<file path="src/adc_cfg_pkg.sv">
// Constants, types and decode functions for the converter trigger config
package adc_cfg_pkg;

  localparam logic [7:0] CTRL_ONE_OFS = 8'h01;
  localparam logic [7:0] CTRL_TWO_OFS = 8'h02;
  localparam logic [7:0] STATUS_OFS   = 8'h03;

  localparam int TRIG_SRC_BIT = 7;
  localparam int WIDTH_HI_BIT = 6;
  localparam int WIDTH_LO_BIT = 5;
  localparam int DISCH_BIT    = 4;
  localparam int CHAN_HI_BIT  = 3;
  localparam int CHAN_LO_BIT  = 0;

  localparam int ST_LEVEL_BIT = 0;
  localparam int ST_TRSV_BIT  = 1;
  localparam int ST_WRSV_BIT  = 2;
  localparam int ST_EXT_BIT   = 3;

  localparam logic [7:0] CTRL_ONE_RST = 8'h00;
  localparam logic [7:0] CTRL_TWO_RST = 8'h00;
  localparam logic [7:0] RDATA_IDLE   = 8'h00;

  localparam int         ANALOG_CHANS  = 12;
  localparam int         EXT_TRIGS     = 4;
  localparam logic [3:0] LAST_ANALOG   = 4'hB;
  localparam logic [3:0] DISCH_EXTRA   = 4'h2;
  localparam logic [3:0] NO_EXTRA      = 4'h0;

  localparam int         REF_SPAN_MV   = 5120;
  localparam logic [4:0] STEP_MV_8     = 5'(REF_SPAN_MV / 256);
  localparam logic [4:0] STEP_MV_10    = 5'(REF_SPAN_MV / 1024);
  localparam logic [3:0] BITS_8        = 4'h8;
  localparam logic [3:0] BITS_10       = 4'hA;

  typedef enum logic [1:0] {
    WIDTH_8     = 2'h0,
    WIDTH_10    = 2'h1,
    WIDTH_RSV_A = 2'h2,
    WIDTH_RSV_B = 2'h3
  } result_width_t;

  function automatic logic [3:0] analog_index(input logic [3:0] chan);
    analog_index = (chan > LAST_ANALOG) ? LAST_ANALOG : chan;
  endfunction : analog_index

  function automatic logic chan_reserved(input logic [3:0] chan);
    chan_reserved = chan[3] | chan[2];
  endfunction : chan_reserved

endpackage : adc_cfg_pkg

</file>
<file path="src/trig_sel_if.sv">
// Carrier between the register block and the trigger source mux
`timescale 1ns/1ns
`default_nettype none
interface trig_sel_if;
  logic       src_sel;
  logic [3:0] chan_sel;
  logic       level;
  logic       reserved;
  logic       ext_active;

  modport ctrl (output src_sel, chan_sel, input level, reserved, ext_active);
  modport mux  (input src_sel, chan_sel, output level, reserved, ext_active);
endinterface : trig_sel_if
`default_nettype wire

</file>
<file path="src/trig_source_mux.sv">
// Synchronises trigger pins and picks the configured trigger source
`timescale 1ns/1ns
`default_nettype none
module trig_source_mux #(
  parameter bit EXT_TRIG_PRESENT = 1'b1
) (
  input  wire logic        clk_i,
  input  wire logic        rst_b_i,
  input  wire logic [11:0] analog_trig_i,
  input  wire logic [3:0]  ext_trigger_in_i,
  trig_sel_if.mux          sel
);

  logic [11:0] an_s1_reg;
  logic [11:0] an_s2_reg;
  logic [3:0]  ext_s1_reg;
  logic [3:0]  ext_s2_reg;
  logic        level_reg;
  logic        rsv_reg;
  logic        eff_ext;
  logic        chan_rsv;
  logic        level_next;
  logic [3:0]  an_idx;

  // Without the dedicated inputs the select bit is only stored
  assign eff_ext  = EXT_TRIG_PRESENT & sel.src_sel;
  assign chan_rsv = eff_ext & adc_cfg_pkg::chan_reserved(sel.chan_sel);
  assign an_idx   = adc_cfg_pkg::analog_index(sel.chan_sel);
  // Reserved codes give a quiet trigger rather than an arbitrary pin
  assign level_next = chan_rsv ? 1'b0 :
                      eff_ext  ? ext_s2_reg[sel.chan_sel[1:0]] :
                                 an_s2_reg[an_idx];

  always_ff @(posedge clk_i) begin
    if (!rst_b_i) begin
      an_s1_reg  <= 12'h000;
      an_s2_reg  <= 12'h000;
      ext_s1_reg <= 4'h0;
      ext_s2_reg <= 4'h0;
      level_reg  <= 1'b0;
      rsv_reg    <= 1'b0;
    end else begin
      an_s1_reg  <= analog_trig_i;
      an_s2_reg  <= an_s1_reg;
      ext_s1_reg <= ext_trigger_in_i;
      ext_s2_reg <= ext_s1_reg;
      level_reg  <= level_next;
      rsv_reg    <= chan_rsv;
    end
  end

  assign sel.level      = level_reg;
  assign sel.reserved   = rsv_reg;
  assign sel.ext_active = eff_ext;
endmodule : trig_source_mux
`default_nettype wire

</file>
<file path="src/result_format.sv">
// Decodes the result width code into result bits and step size
`timescale 1ns/1ns
`default_nettype none
module result_format (
  input  wire logic       clk_i,
  input  wire logic       rst_b_i,
  input  wire logic [1:0] width_code_i,
  output logic      [3:0] result_bits_o,
  output logic      [4:0] step_mv_o,
  output logic            width_reserved_o
);

  adc_cfg_pkg::result_width_t code;
  logic [3:0] bits_next;
  logic [4:0] step_next;
  logic       rsv_next;
  logic [3:0] bits_reg;
  logic [4:0] step_reg;
  logic       rsv_reg;

  assign code = adc_cfg_pkg::result_width_t'(width_code_i);

  always_comb begin
    bits_next = adc_cfg_pkg::BITS_8;
    step_next = adc_cfg_pkg::STEP_MV_8;
    rsv_next  = 1'b0;
    case (code)
      adc_cfg_pkg::WIDTH_8: begin
        bits_next = adc_cfg_pkg::BITS_8;
        step_next = adc_cfg_pkg::STEP_MV_8;
      end
      adc_cfg_pkg::WIDTH_10: begin
        bits_next = adc_cfg_pkg::BITS_10;
        step_next = adc_cfg_pkg::STEP_MV_10;
      end
      // Reserved codes fall back to 8-bit data and are flagged
      default: begin
        rsv_next = 1'b1;
      end
    endcase
  end

  always_ff @(posedge clk_i) begin
    if (!rst_b_i) begin
      bits_reg <= adc_cfg_pkg::BITS_8;
      step_reg <= adc_cfg_pkg::STEP_MV_8;
      rsv_reg  <= 1'b0;
    end else begin
      bits_reg <= bits_next;
      step_reg <= step_next;
      rsv_reg  <= rsv_next;
    end
  end

  assign result_bits_o    = bits_reg;
  assign step_mv_o        = step_reg;
  assign width_reserved_o = rsv_reg;
endmodule : result_format
`default_nettype wire

</file>
<file path="src/adc_trigger_resolution_config.sv">
// Trigger source, resolution and discharge configuration registers
//
// Function
// - Control register writes abort running sequence
// - Bit 7 picks analog or dedicated trigger
// - Select bit stored even without dedicated inputs
// - Channel codes 0-11 pick analog, above pick eleven
// - Codes 0-3 pick dedicated inputs, rest reserved
// - Bits 6-5: 8-bit, 10-bit, others reserved
// - Bit 4 discharges capacitor, adds two cycles
// - Step is 20 mV or 5 mV
// - Both registers read and written any time
//
// Local design decision: the address-and-strobe port.
`timescale 1ns/1ns
`default_nettype none
module adc_trigger_resolution_config #(
  parameter bit EXT_TRIG_PRESENT = 1'b1
) (
  input  wire logic        clk_i,
  input  wire logic        rst_b_i,
  input  wire logic [7:0]  addr_i,
  input  wire logic [7:0]  wdata_i,
  input  wire logic        wr_i,
  input  wire logic        rd_i,
  output logic      [7:0]  rdata_o,
  input  wire logic [11:0] analog_trig_i,
  input  wire logic [3:0]  ext_trigger_in_i,
  output logic             trig_level_o,
  output logic             trig_event_o,
  output logic             trig_src_reserved_o,
  output logic             abort_o,
  output logic             presample_discharge_o,
  output logic      [3:0]  sample_extra_cycles_o,
  output logic      [3:0]  result_bits_o,
  output logic      [4:0]  step_mv_o,
  output logic             width_reserved_o,
  output logic      [7:0]  conv_ctrl_two_o
);

  logic [7:0] conv_ctrl_one_reg;
  logic [7:0] conv_ctrl_one_next;
  logic [7:0] conv_ctrl_two_reg;
  logic [7:0] conv_ctrl_two_next;
  logic [7:0] rdata_reg;
  logic [7:0] rdata_next;
  logic       abort_reg;
  logic       level_d_reg;
  logic       event_reg;
  logic [3:0] extra_reg;
  logic       hit_one;
  logic       hit_two;
  logic       wr_one;
  logic       wr_two;
  logic       wr_ctrl;
  logic [7:0] status_val;
  logic [7:0] read_mux;
  logic       width_rsv;

  trig_sel_if tsel ();

  // Register decode
  assign hit_one = (addr_i == adc_cfg_pkg::CTRL_ONE_OFS);
  assign hit_two = (addr_i == adc_cfg_pkg::CTRL_TWO_OFS);
  assign wr_one  = wr_i & hit_one;
  assign wr_two  = wr_i & hit_two;
  assign wr_ctrl = wr_one | wr_two;

  assign conv_ctrl_one_next = wr_one ? wdata_i : conv_ctrl_one_reg;
  assign conv_ctrl_two_next = wr_two ? wdata_i : conv_ctrl_two_reg;

  // Status shows live trigger and decode state
  assign status_val = {4'h0,
                       tsel.ext_active,
                       width_rsv,
                       tsel.reserved,
                       tsel.level};

  // Unmapped addresses read as zero
  assign read_mux =
    hit_one ? conv_ctrl_one_reg :
    hit_two ? conv_ctrl_two_reg :
    (addr_i == adc_cfg_pkg::STATUS_OFS) ? status_val :
    adc_cfg_pkg::RDATA_IDLE;
  // Data only in the cycle after the strobe, zero otherwise
  assign rdata_next = rd_i ? read_mux : adc_cfg_pkg::RDATA_IDLE;

  always_ff @(posedge clk_i) begin
    if (!rst_b_i) begin
      conv_ctrl_one_reg <= adc_cfg_pkg::CTRL_ONE_RST;
      conv_ctrl_two_reg <= adc_cfg_pkg::CTRL_TWO_RST;
      rdata_reg         <= adc_cfg_pkg::RDATA_IDLE;
      abort_reg         <= 1'b0;
    end else begin
      conv_ctrl_one_reg <= conv_ctrl_one_next;
      conv_ctrl_two_reg <= conv_ctrl_two_next;
      rdata_reg         <= rdata_next;
      // Any control register write aborts, even one that rewrites the same value
      abort_reg         <= wr_ctrl;
    end
  end

  // Trigger source selection
  assign tsel.src_sel  = conv_ctrl_one_reg[adc_cfg_pkg::TRIG_SRC_BIT];
  assign tsel.chan_sel =
    conv_ctrl_one_reg[adc_cfg_pkg::CHAN_HI_BIT:adc_cfg_pkg::CHAN_LO_BIT];

  trig_source_mux #(
    .EXT_TRIG_PRESENT (EXT_TRIG_PRESENT)
  ) u_mux (
    .clk_i            (clk_i),
    .rst_b_i          (rst_b_i),
    .analog_trig_i    (analog_trig_i),
    .ext_trigger_in_i (ext_trigger_in_i),
    .sel              (tsel)
  );

  // Rising edge of the chosen source; a source switch can look like an edge
  always_ff @(posedge clk_i) begin
    if (!rst_b_i) begin
      level_d_reg <= 1'b0;
      event_reg   <= 1'b0;
    end else begin
      level_d_reg <= tsel.level;
      event_reg   <= tsel.level & ~level_d_reg & ~wr_ctrl;
    end
  end

  // Sample phase lengthening for the discharge option
  always_ff @(posedge clk_i) begin
    if (!rst_b_i) begin
      extra_reg <= adc_cfg_pkg::NO_EXTRA;
    end else begin
      extra_reg <= conv_ctrl_one_next[adc_cfg_pkg::DISCH_BIT] ?
                   adc_cfg_pkg::DISCH_EXTRA : adc_cfg_pkg::NO_EXTRA;
    end
  end

  result_format u_fmt (
    .clk_i            (clk_i),
    .rst_b_i          (rst_b_i),
    .width_code_i     (conv_ctrl_one_reg[adc_cfg_pkg::WIDTH_HI_BIT:
                                         adc_cfg_pkg::WIDTH_LO_BIT]),
    .result_bits_o    (result_bits_o),
    .step_mv_o        (step_mv_o),
    .width_reserved_o (width_rsv)
  );

  assign rdata_o               = rdata_reg;
  assign abort_o               = abort_reg;
  assign trig_level_o          = tsel.level;
  assign trig_event_o          = event_reg;
  assign trig_src_reserved_o   = tsel.reserved;
  assign presample_discharge_o =
    conv_ctrl_one_reg[adc_cfg_pkg::DISCH_BIT];
  assign sample_extra_cycles_o = extra_reg;
  assign width_reserved_o      = width_rsv;
  assign conv_ctrl_two_o       = conv_ctrl_two_reg;
endmodule : adc_trigger_resolution_config
`default_nettype wire

</file>
<file path="config.mk">
export PLATFORM = sky130hd
export DESIGN_NAME = adc_trigger_resolution_config
export DESIGN_NICKNAME = d
export VERILOG_FILES = /design/src/adc_cfg_pkg.sv /design/src/trig_sel_if.sv /design/src/trig_source_mux.sv /design/src/result_format.sv /design/src/adc_trigger_resolution_config.sv
export SDC_FILE = /design/constraint.sdc
export NUM_CORES = 1
export LEC_CHECK = 0
export BUFFER_PORTS_ARGS = -buffer_cell sky130_fd_sc_hd__buf_4
export CORE_UTILIZATION = 25
export DETAILED_ROUTE_END_ITERATION = 6
export PLACE_DENSITY_LB_ADDON = 0.05
export SLEW_MARGIN = 20
export SYNTH_ARGS = -nofsm -noshare
export SYNTH_HDL_FRONTEND = slang
export SYNTH_SLANG_ARGS = --single-unit
export TNS_END_PERCENT = 20
</file>
<file path="constraint.sdc">
create_clock -name clk_i -period 1.9 [get_ports clk_i]
set_input_delay 0.38 -clock clk_i [delete_from_list [all_inputs] [get_ports clk_i]]
set_output_delay 0.38 -clock clk_i [all_outputs]
set_load 0.02 [all_outputs]
</file>
==> parameters.txt, run 1 <==
Parameter                              Value

Outcome
  Result of the run ... finished, final reports clean

Synthesis
  Flip-flop and latch count after synthesis ... 64
  Syn Std Cell Area ... 0.00227 mm2
  Register area share after synthesis ... 0.565
  Most frequent cells after synthesis ... sky130_fd_sc_hd__dfxtp_1 (64), sky130_fd_sc_hd__and2_1 (35), sky130_fd_sc_hd__nor2_1 (32)
  Cell types with the largest area share after synthesis ... sky130_fd_sc_hd__dfxtp_1 (57%), sky130_fd_sc_hd__and2_1 (9.7%), sky130_fd_sc_hd__mux2i_1 (8.4%)
  Prevailing post-synth register cell ... sky130_fd_sc_hd__dfxtp_1
  Total of warnings raised by yosys ... 0
  Count of different cell masters after synthesis ... 31
  Synth Area per Inst ... 10.7 um2
  Post-synthesis instance total ... 212
  Count of flip-flops with a built-in enable after synthesis ... 0
  Share of Yosys cell area claimed by the top area cell type ... 0.565
  Largest area contributor in the synthesized netlist ... sky130_fd_sc_hd__dfxtp_1
  Async SR Flop Fraction ... 0
  Cell with the most instances after synthesis ... sky130_fd_sc_hd__dfxtp_1

Global routing
  Wire length of the first global-routing pass ... 7.71 mm
  Gr usage total ... 0.107
  Maximum number of pins on one net before global-route repair ... 33
  Via count of the first global-routing pass ... 1555
  Initial antenna violation count ... 0
  Global route overflow ... 0

Route
  Length of the first detailed-routing pass in iterations ... 6
  DR iter-0 viols ... 42
  Via density per instance ... 4.05
  Antenna-violating nets left ... 0
  DRC violation count after routing ... 0
  Final wirelength ... 4.70 mm
  Routed len/inst ... 12.1 um
  Routed via count ... 1572

Pwr
  Net switching power of the design ... 0.592 mW
  Ratio of total power to cell area ... 868 mW/mm2
  Sequential share of power ... 0.536
  Clock group share of total power ... 0.407
  Sw Ratio ... 0.229
  Static Leakage ... 1.38 nW
  Maximum vdd drop ... 272 uV
  Internal power component ... 1.99 mW
  Part of the power in combinational logic ... 0.058

Clocking
  CTS Hold Buffers Added ... 0
  Worst skew pair latency ... 0.33 ns
  Longest Clk Path Bufs ... 2
  Post-CTS sizing ... 0
  TritonCTS clock tree ... yes
  Number of clock buffers inserted by TritonCTS ... 9
  Count of H-tree levels built during CTS ... 3
  Clk pin slew, worst setup/hold paths ... 0.08 ns
  Clock net sink count ... 64
  Clock root buffer master ... sky130_fd_sc_hd__clkbuf_8
  Post-CTS setup repair buffer count ... 0

Worst setup path
  Worst setup path category ... reg2reg
  CP Cell Sequence ... mux4_1, or4b_1, nand3_1
  Element type at the critical path end ... register
  Required time worst endpoint ... 2.12 ns
  Reg2reg path depth ... 3
  Top Family by Delay on Critical Path ... multiplexers
  Logic depth of the worst setup path including buffers ... 3
  Critical path data arrival time ... 1.73 ns
  Largest fanout on the critical path ... 9
  Launching element type of the critical path ... register
  Slowest Stage Delay on Critical Path ... 0.59 ns
  Combined buffer and inverter count along the critical path ... 0
  Crit-path slowest cell ... sky130_fd_sc_hd__mux4_1

Placed design
  Placed instance count ... 373
  Detailed-placement wirelength estimate ... 3.40 mm
  Final Wtd Congestion ... 0.728
  Worst slack, placed ... 0.246 ns
  # port buffers ... 61

Layout
  Final non-filler cell total ... 388
  Ratio of cells with drive above 1 in the final layout ... 0.307
  Net count of the finished layout ... 312
  Antenna Cells ... 0
  Register area ... 0.00128 mm2
  Area grow syn2layout ... 31.1%
  Number of fillers in the final layout ... 916
  Multi-input combinational cell area ... 863 um2

Floorplanning
  Std-Cell Rows ... 34
  Floorplan Core Area ... 0.00876 mm2
  Initial core utilization ... 0.259
  Die Y-Extent ... 97.2 um
  # IOs ... 71
  Die Footprint ... 0.00945 mm2
  Horizontal extent of the die ... 97.2 um

Timing
  Min Tclk post-route ... 1.51 ns
  Share of the cycle needed by the critical path after routing ... 0.797
  Unrepaired setup endpoints after global routing ... no
  Number of pins exceeding their max-slew limit in the final report ... 0
  Clock skew after layout ... 0.0102 ns
  Setup ws final ... 0.386 ns
  Hold Vio Cnt, Final ... 0
  Final total negative setup slack ... 0 ns
  Number of setup violations in the final report ... 0
  Maximum clock frequency ... 660 MHz

Min path
  Worst hold-check path type ... in2reg
  WHS Path Cells ... 2

Job
  Number of maximum-capacitance constraint violations ... 0
worst reg2reg max path, delay by kind of cell, from the launching register on:
| family | cells | cell delay, ns |
|---|---|---|
| AND/OR/NAND/NOR | 2 | 0.24 |
| flip-flops | 1 | 0.56 |
| multiplexers | 1 | 0.59 |
kinds of logic after synthesis:
| kind of cell | after synthesis | share of synthesized area |
|---|---|---|
| DFF | 64 | 0.565 |
| other | 2 | 0.00331 |
| AOI/OAI and AO/OA | 12 | 0.0359 |
| and+or+nand+nor | 89 | 0.225 |
| muxes | 21 | 0.105 |
| buffers and inverters | 24 | 0.0657 |
power by group through the flow:
stage | combinational (mW) | clock (mW) | sequential (mW)
detailed placement | 0.151 | 0 | 1.41
finish | 0.148 | 1.05 | 1.38
floorplan | 0.0839 | 0 | 1.41
CTS | 0.152 | 1.08 | 1.38
global placement | 0.152 | 0 | 1.41
global route | 0.165 | 1.15 | 1.39
cells in the final DEF (no fill, tap or decap), drive strengths merged:
cell / instances
clkinv: 1
and3b: 1
inv: 3
o2111ai: 1
and2: 35
and4b: 1
nand4: 4
clkinvlp: 4
mux4: 2
a2111oi: 1
mux2i: 19
nand3: 3
a311oi: 1
nor2: 32
buf: 66
nor4b: 1
and2b: 1
clkbuf: 11
nand3b: 2
conb: 9
nand2: 2
nor4: 5
nor2b: 1
dfxtp: 64
a22oi: 4
or4b: 1
a21oi: 5
final timing paths:
kind / start / end / slack (ns)
worst min-delay path: ext_trigger_in_i[1] / u_mux.ext_s1_reg[1] / 0.25
worst max-delay path: conv_ctrl_one_reg[0] / u_mux.sel.level / 0.39
worst min register to register: u_mux.an_s1_reg[8] / u_mux.an_s2_reg[8] / 0.43
worst max register to register: conv_ctrl_one_reg[0] / u_mux.sel.level / 0.39
metal layers:
metal | share of wire | up-vias | track usage | routed length (um)
li1 | - | 816 | - | -
met1 | 0.46 | 687 | 0.132 | 2190
met3 | 0.064 | 10 | 0.0345 | 302
met5 | 0 | - | 0 | 0
met2 | 0.45 | 59 | 0.165 | 2120
met4 | 0.020 | 0 | 0.0611 | 94
metrics by stage:
| stage | hold WS, ns | power (mW) | util | area [um2] |
|---|---|---|---|---|
| floorplan | 0.412 | 1.50 | - | 2290 |
| global placement | 0.421 | 1.57 | 0.318 | 2790 |
| detailed placement | 0.419 | 1.56 | 0.318 | 2790 |
| CTS | 0.232 | 2.62 | 0.339 | 2970 |
| global route | 0.235 | 2.70 | 0.339 | 2970 |
| finish | 0.248 | 2.58 | 0.339 | 2970 |
cell type report:
| type | instances | area share |
|---|---|---|
| Clock buffer | 11 | 0.0509 |
| Clock inverter | 4 | 0.0101 |
| Inverter | 4 | 0.00505 |
| Multi-Input combinational cell | 131 | 0.291 |
| Sequential cell | 64 | 0.431 |
| Tap cell | 108 | 0.0455 |
| Timing Repair Buffer | 66 | 0.167 |
Note: power is estimated with default switching activity, not from simulation.
==> inputs of run 2 (changes only) <==
clock period = 1.28 ns   (was 1.9 ns; I/O delays follow)
==> run 2 against run 1 <==
Against the previous run: the run now ends with negative setup slack left; global-route usage is 0.25 points higher; clock power is 45% higher; fmax is 15% higher; critical path type unchanged.
==> parameters.txt, run 2 (same netlist as run 1, synthesis figures left out) <==
Parameter                              Value

Outcome
  Result of the run ... finished, violations left
  Violations in the final reports ... negative setup slack

Global routing
  Via count of the first global-routing pass ... 1574 (+1.2%)
  Wire length of the first global-routing pass ... 8.05 mm (+4.3%)
  Global route overflow ... 0 (unchanged)
  Initial antenna violation count ... 0 (unchanged)
  Gr usage total ... 0.110 (+0.00252)
  Maximum number of pins on one net before global-route repair ... 33 (unchanged)

Floorplanning
  Horizontal extent of the die ... 97.2 um (unchanged)
  Std-Cell Rows ... 34 (unchanged)
  Die Y-Extent ... 97.2 um (unchanged)
  Die Footprint ... 0.00945 mm2 (unchanged)
  Initial core utilization ... 0.259 (unchanged)
  # IOs ... 71 (unchanged)
  Floorplan Core Area ... 0.00876 mm2 (unchanged)

Timing
  Number of setup violations in the final report ... 1 (+1)
  Maximum clock frequency ... 757 MHz (+15%)
  Number of pins exceeding their max-slew limit in the final report ... 0 (unchanged)
  Final total negative setup slack ... -0.0411 ns (-0.0411 ns)
  Min Tclk post-route ... 1.32 ns (-0.193 ns)
  Clock skew after layout ... 0.00657 ns (-0.00360 ns)
  Setup ws final ... -0.0411 ns (-0.427 ns)
  Hold Vio Cnt, Final ... 0 (unchanged)
  Share of the cycle needed by the critical path after routing ... 1.03 (+0.235)
  Unrepaired setup endpoints after global routing ... yes

Worst setup path
  Critical path data arrival time ... 1.59 ns (-0.14 ns)
  Reg2reg path depth ... 4 (+1)
  Required time worst endpoint ... 1.55 ns (-0.57 ns)
  Slack of the worst reg-to-reg path ... -0.04 ns (-0.43 ns)
  Largest fanout on the critical path ... 7 (-2)
  Crit-path slowest cell ... sky130_fd_sc_hd__or4b_4
  Launching element type of the critical path ... register
  Worst flop-to-flop path endpoint ... u_mux.sel.level
  Worst setup path category ... reg2reg
  Top Family by Delay on Critical Path ... simple AND/OR/NAND/NOR gates
  Combined buffer and inverter count along the critical path ... 1 (+1)
  CP Cell Sequence ... buf_4, mux4_2, or4b_4, nand3_2
  Slowest Stage Delay on Critical Path ... 0.47 ns (-0.12 ns)
  Startpoint of the worst-slack reg-to-reg timing path ... conv_ctrl_one_reg[1]
  Element type at the critical path end ... register

Clocking
  Longest Clk Path Bufs ... 2 (unchanged)
  TritonCTS clock tree ... yes
  CTS Hold Buffers Added ... 0 (unchanged)
  Clock net sink count ... 64 (unchanged)
  Clk pin slew, worst setup/hold paths ... 0.07 ns (about the same)
  Number of clock buffers inserted by TritonCTS ... 9 (unchanged)
  Worst skew pair latency ... 0.33 ns (about the same)
  Clock root buffer master ... sky130_fd_sc_hd__clkbuf_8
  Count of H-tree levels built during CTS ... 3 (unchanged)

Pwr
  Power Total ... 3.80 mW (+47%)
  Static Leakage ... 1.46 nW (+5.8%)
  Sw Ratio ... 0.222 (-0.00690)
  Clock group share of total power ... 0.399 (-0.008)
  Sequential share of power ... 0.539 (+0.003)
  Maximum vdd drop ... 423 uV (+55%)
  Internal power component ... 2.96 mW (+49%)
  Part of the power in combinational logic ... 0.062 (+0.004)
  Ratio of total power to cell area ... 1240 mW/mm2 (+42%)
  Net switching power of the design ... 0.846 mW (+43%)

Route
  Antenna-violating nets left ... 0 (unchanged)
  Routed via count ... 1639 (+4.3%)
  Via density per instance ... 4.09 (+0.88%)
  DR iter-0 viols ... 42 (unchanged)
  Length of the first detailed-routing pass in iterations ... 4 (-2)
  DRC violation count after routing ... 0 (unchanged)
  Routed len/inst ... 12.1 um (about the same)
  Final wirelength ... 4.86 mm (+3.4%)

Min path
  Worst hold-check path type ... in2reg
  WHS Path Cells ... 2 (unchanged)
  Critical hold path startpoint ... analog_trig_i[5]
  Endpoint of the worst hold-timing path ... u_mux.an_s1_reg[5]

Layout
  Final non-filler cell total ... 401 (+3.4%)
  Most common cell after layout, fill and taps aside ... sky130_fd_sc_hd__buf_4
  Area grow syn2layout ... 35.5%
  Commonest non-fill, non-tap cells in the layout ... sky130_fd_sc_hd__buf_4 (79), sky130_fd_sc_hd__dfxtp_1 (62), sky130_fd_sc_hd__and2_1 (34)
  Ratio of cells with drive above 1 in the final layout ... 0.355 (+0.0478)
  Net count of the finished layout ... 325 (+4.2%)
  Antenna Cells ... 0 (unchanged)

Placed design
  # port buffers ... 61 (unchanged)
  Final Wtd Congestion ... 0.728 (about the same)
  Placed instance count ... 386 (+3.5%)
  Detailed-placement wirelength estimate ... 3.57 mm (+5.0%)

Job
  Number of maximum-capacitance constraint violations ... 0 (unchanged)
[run 2: cell count changes in the layout (fill, tap and decap cells not counted), sizes merged]
cell,delta
buf,+13
clkinv,+2
clkinvlp,-3
clkbuf,+1
[run 2: worst max-delay path by stage]
stage	from	to	slack, ns	depth (start not counted)
2_1_floorplan	conv_ctrl_one_reg[1]	u_mux.sel.level	0.003	5
3_3_place_gp	addr_i[7]	rdata_o[1]	-0.13	5
3_5_place_dp	addr_i[7]	rdata_o[0]	-0.18	5
4_1_cts	conv_ctrl_one_reg[1]	u_mux.sel.level	-0.04	4
5_1_grt	conv_ctrl_one_reg[1]	u_mux.sel.level	-0.08	4
6_report	conv_ctrl_one_reg[1]	u_mux.sel.level	-0.04	4
[run 2: layout make-up]
class                      count  area (um2)
fill                         914        5690
sequential                    64        1290
multi-input combinational    131         871
timing repair buffer          79         593
clock buffer                  12         155
tap                          108         135
clock inverter                 3        17.5
inverter                       4        15.0
[run 2: power by group through the flow]
stage	combinational, mW	sequential (mW)	clock, mW
floorplan	0.125	2.10	0
global placement	0.239	2.10	0
detailed placement	0.237	2.10	0
CTS	0.238	2.05	1.58
global route	0.260	2.05	1.66
finish	0.234	2.05	1.52
[run 2: layer usage]
layer / up-vias / GRT usage / share of wire
met5: - / 0 / 0
met4: 0 / 0.0611 / 0.020
met3: 8 / 0.0353 / 0.060
met2: 56 / 0.162 / 0.45
met1: 735 / 0.142 / 0.47
li1: 840 / - / -
[run 2: what timing repair did]
action,in CTS,in global routing
cloned,0,0
pin swaps,1,0
gates resized for setup,4,1
buffers inserted,0,0
endpoints found under the hold margin,0,0
endpoints found under the setup margin,1,1
[run 2: stage by stage]
| step | hold WS (ns) | util | instance area [um2] | setup WS, ns |
|---|---|---|---|---|
| global placement | 0.422 | 0.329 | 2890 | -0.132 |
| global route | 0.119 | 0.351 | 3070 | -0.0817 |
| finish | 0.133 | 0.351 | 3070 | -0.0411 |
| floorplan | 0.383 | - | 2300 | 0.00318 |
| detailed placement | 0.419 | 0.329 | 2890 | -0.183 |
| CTS | 0.112 | 0.350 | 3070 | -0.0425 |
==> inputs of run 3 (changes only) <==
CORE_UTILIZATION = 45   (was 25)
==> run 3 against run 2 <==
Against the previous run: the run now ends clean; worst hold slack got worse by 0.0061 ns; first-iteration DRC count up 74%; global-route usage rose by 5.6 points; routed wire length shrank 18%; utilization is 29 points higher; clock skew up 0.0018 ns; flip-flop and latch count unchanged; register-to-register slack better by 0.04 ns; critical path depth unchanged; critical endpoint unchanged.
==> parameters.txt, run 3 (same netlist as run 1, synthesis figures left out) <==
Parameter                              Value

Worst setup path
  Slack of the worst reg-to-reg path ... 0.002 ns (+0.04 ns)
  Element type at the critical path end ... register
  Crit-path slowest cell ... sky130_fd_sc_hd__mux4_2
  CP Cell Sequence ... mux4_2, and2_4, nand4_1, nand3_1
  Critical path data arrival time ... 1.49 ns (-0.10 ns)
  Top Family by Delay on Critical Path ... multiplexers
  Largest fanout on the critical path ... 8 (+1)
  Launching element type of the critical path ... register
  Required time worst endpoint ... 1.49 ns (-0.06 ns)
  Worst flop-to-flop path endpoint ... u_mux.sel.level
  Worst setup path category ... reg2reg
  Reg2reg path depth ... 4 (unchanged)
  Combined buffer and inverter count along the critical path ... 0 (-1)
  Capture point of the worst path ... u_mux.sel.level
  Slowest Stage Delay on Critical Path ... 0.49 ns (+0.02 ns)
  Logic depth of the worst setup path including buffers ... 4 (unchanged)
  Startpoint of the worst-slack reg-to-reg timing path ... conv_ctrl_one_reg[1]
  Critical Path Start ... conv_ctrl_one_reg[1]

Pwr
  Internal power component ... 3.16 mW (+6.9%)
  Clock group share of total power ... 0.430 (+0.031)
  Power Total ... 4.00 mW (+5.2%)
  Net switching power of the design ... 0.839 mW (-0.82%)
  Sw Ratio ... 0.210 (-0.0128)
  Maximum vdd drop ... 889 uV (+110%)
  Sequential share of power ... 0.512 (-0.027)
  Ratio of total power to cell area ... 1310 mW/mm2 (+6.0%)
  Static Leakage ... 1.47 nW (+0.46%)
  Part of the power in combinational logic ... 0.057 (-0.005)

Floorplanning
  Die Footprint ... 0.00533 mm2 (-44%)
  Std-Cell Rows ... 25 (-26%)
  Die Y-Extent ... 73.0 um (-25%)
  Initial core utilization ... 0.474 (+0.215)
  # IOs ... 71 (unchanged)
  Floorplan Core Area ... 0.00479 mm2 (-45%)
  Horizontal extent of the die ... 73.0 um (-25%)

Layout
  Net count of the finished layout ... 325 (unchanged)
  Number of fillers in the final layout ... 408 (-55%)
  Ratio of cells with drive above 1 in the final layout ... 0.354 (-0.00121)
  Design area ... 0.00305 mm2 (-0.73%)
  Area grow syn2layout ... 34.5%
  Antenna Cells ... 0 (unchanged)
  Commonest non-fill, non-tap cells in the layout ... sky130_fd_sc_hd__buf_4 (78), sky130_fd_sc_hd__dfxtp_1 (62), sky130_fd_sc_hd__and2_1 (34)
  Most common cell after layout, fill and taps aside ... sky130_fd_sc_hd__buf_4

Route
  DR iter-0 viols ... 73 (+74%)
  Antenna-violating nets left ... 0 (unchanged)
  Routed via count ... 1637 (-0.12%)
  Via density per instance ... 4.53 (+11%)
  Length of the first detailed-routing pass in iterations ... 4 (unchanged)
  Routed len/inst ... 11.0 um (-8.9%)
  Final wirelength ... 3.99 mm (-18%)
  DRC violation count after routing ... 0 (unchanged)

Global routing
  GRT met3 Usage ... 0.0483 (+0.0131)
  Gr usage total ... 0.166 (+0.0560)
  Initial antenna violation count ... 0 (unchanged)
  GR peak layer ... met2
  Maximum number of pins on one net before global-route repair ... 32 (-3.0%)
  Via count of the first global-routing pass ... 1474 (-6.4%)
  Met1 capacity usage during global routing ... 0.188 (+0.0462)
  M2 GR Usage ... 0.273 (+0.111)
  Wire length of the first global-routing pass ... 6.47 mm (-20%)
  Global route overflow ... 0 (unchanged)

Clocking
  TritonCTS clock tree ... yes
  CTS Hold Buffers Added ... 0 (unchanged)
  Worst skew pair latency ... 0.33 ns (about the same)
  Clock root buffer master ... sky130_fd_sc_hd__clkbuf_8
  Longest Clk Path Bufs ... 2 (unchanged)
  Number of clock buffers inserted by TritonCTS ... 9 (unchanged)
  Count of H-tree levels built during CTS ... 3 (unchanged)
  Clk pin slew, worst setup/hold paths ... 0.07 ns (about the same)
  Clock net sink count ... 64 (unchanged)

Timing
  Unrepaired setup endpoints after global routing ... yes
  Number of setup violations in the final report ... 0 (-1)
  Final total negative setup slack ... 0 ns (+0.0411 ns)
  Maximum clock frequency ... 783 MHz (+3.4%)
  Number of pins exceeding their max-slew limit in the final report ... 0 (unchanged)
  Share of the cycle needed by the critical path after routing ... 0.998 (-0.0339)
  Clock skew after layout ... 0.00838 ns (+0.00180 ns)
  Min Tclk post-route ... 1.28 ns (-0.0434 ns)
  Hold Vio Cnt, Final ... 0 (unchanged)
  Setup ws final ... 0.00236 ns (+0.0434 ns)

Placed design
  Detailed-placement wirelength estimate ... 2.91 mm (-18%)
  # port buffers ... 61 (unchanged)
  Final Wtd Congestion ... 0.797 (+9.4%)
  Worst slack, placed ... -0.161 ns (+0.0215 ns)
  Placement-stage cell area ... 0.00283 mm2 (-1.8%)

Job
  Number of maximum-capacitance constraint violations ... 0 (unchanged)

Outcome
  Result of the run ... finished, final reports clean

Min path
  Worst hold-check path type ... in2reg
run 3: changes by cell type in the layout (fill, tap and decap cells not counted), sizes merged:
cell	delta
bufinv	+1
clkbuf	-1
clkinvlp	+1
run 3: metrics by stage:
| stage | instances | hold WS (ns) | util |
|---|---|---|---|
| 6_report | 361 | 0.127 | 0.637 |
| 5_1_grt | 361 | 0.121 | 0.637 |
| 4_1_cts | 361 | 0.110 | 0.637 |
| 3_5_place_dp | 345 | 0.418 | 0.592 |
| 3_3_place_gp | 345 | 0.417 | 0.592 |
| 2_1_floorplan | 219 | 0.383 | - |
run 3: power groups by stage:
stage / combinational [mW] / sequential, mW / clock [mW]
6_report: 0.229 / 2.05 / 1.72
5_1_grt: 0.254 / 2.05 / 1.86
4_1_cts: 0.231 / 2.05 / 1.77
3_5_place_dp: 0.230 / 2.10 / 0
3_3_place_gp: 0.229 / 2.10 / 0
2_1_floorplan: 0.125 / 2.10 / 0
run 3: what timing repair did:
item	in CTS	in global routing
endpoints found under the setup margin	1	1
buffers inserted	0	0
pin swaps	1	1
gates resized for setup	3	1
hold endpoints to repair	0	0
run 3: area by class of cell:
cell class	instances	area [um2]	share of cell area
clock inverters	5	55.1	0.0180
inverters	4	15.0	0.00492
well taps	67	83.8	0.0275
multi-input cells	131	862	0.283
repair buffers	79	597	0.196
clock buffers	11	151	0.0496
flip-flops and latches	64	1290	0.422
run 3: routing by layer:
layer	vias to the layer above	wire length, um
li1	840	-
met1	732	1730
met2	57	1950
met3	8	231
met4	0	71
met5	-	0
run 3: worst min path at each step:
stage                         from                  end  cells past startpoint
3_5_place_dp    u_mux.an_s1_reg[0]   u_mux.an_s2_reg[0]                      1
2_1_floorplan     analog_trig_i[0]   u_mux.an_s1_reg[0]                      1
6_report       ext_trigger_in_i[1]  u_mux.ext_s1_reg[1]                      2
4_1_cts        ext_trigger_in_i[1]  u_mux.ext_s1_reg[1]                      2
5_1_grt           analog_trig_i[5]   u_mux.an_s1_reg[5]                      2
3_3_place_gp    u_mux.an_s1_reg[3]   u_mux.an_s2_reg[3]                      1
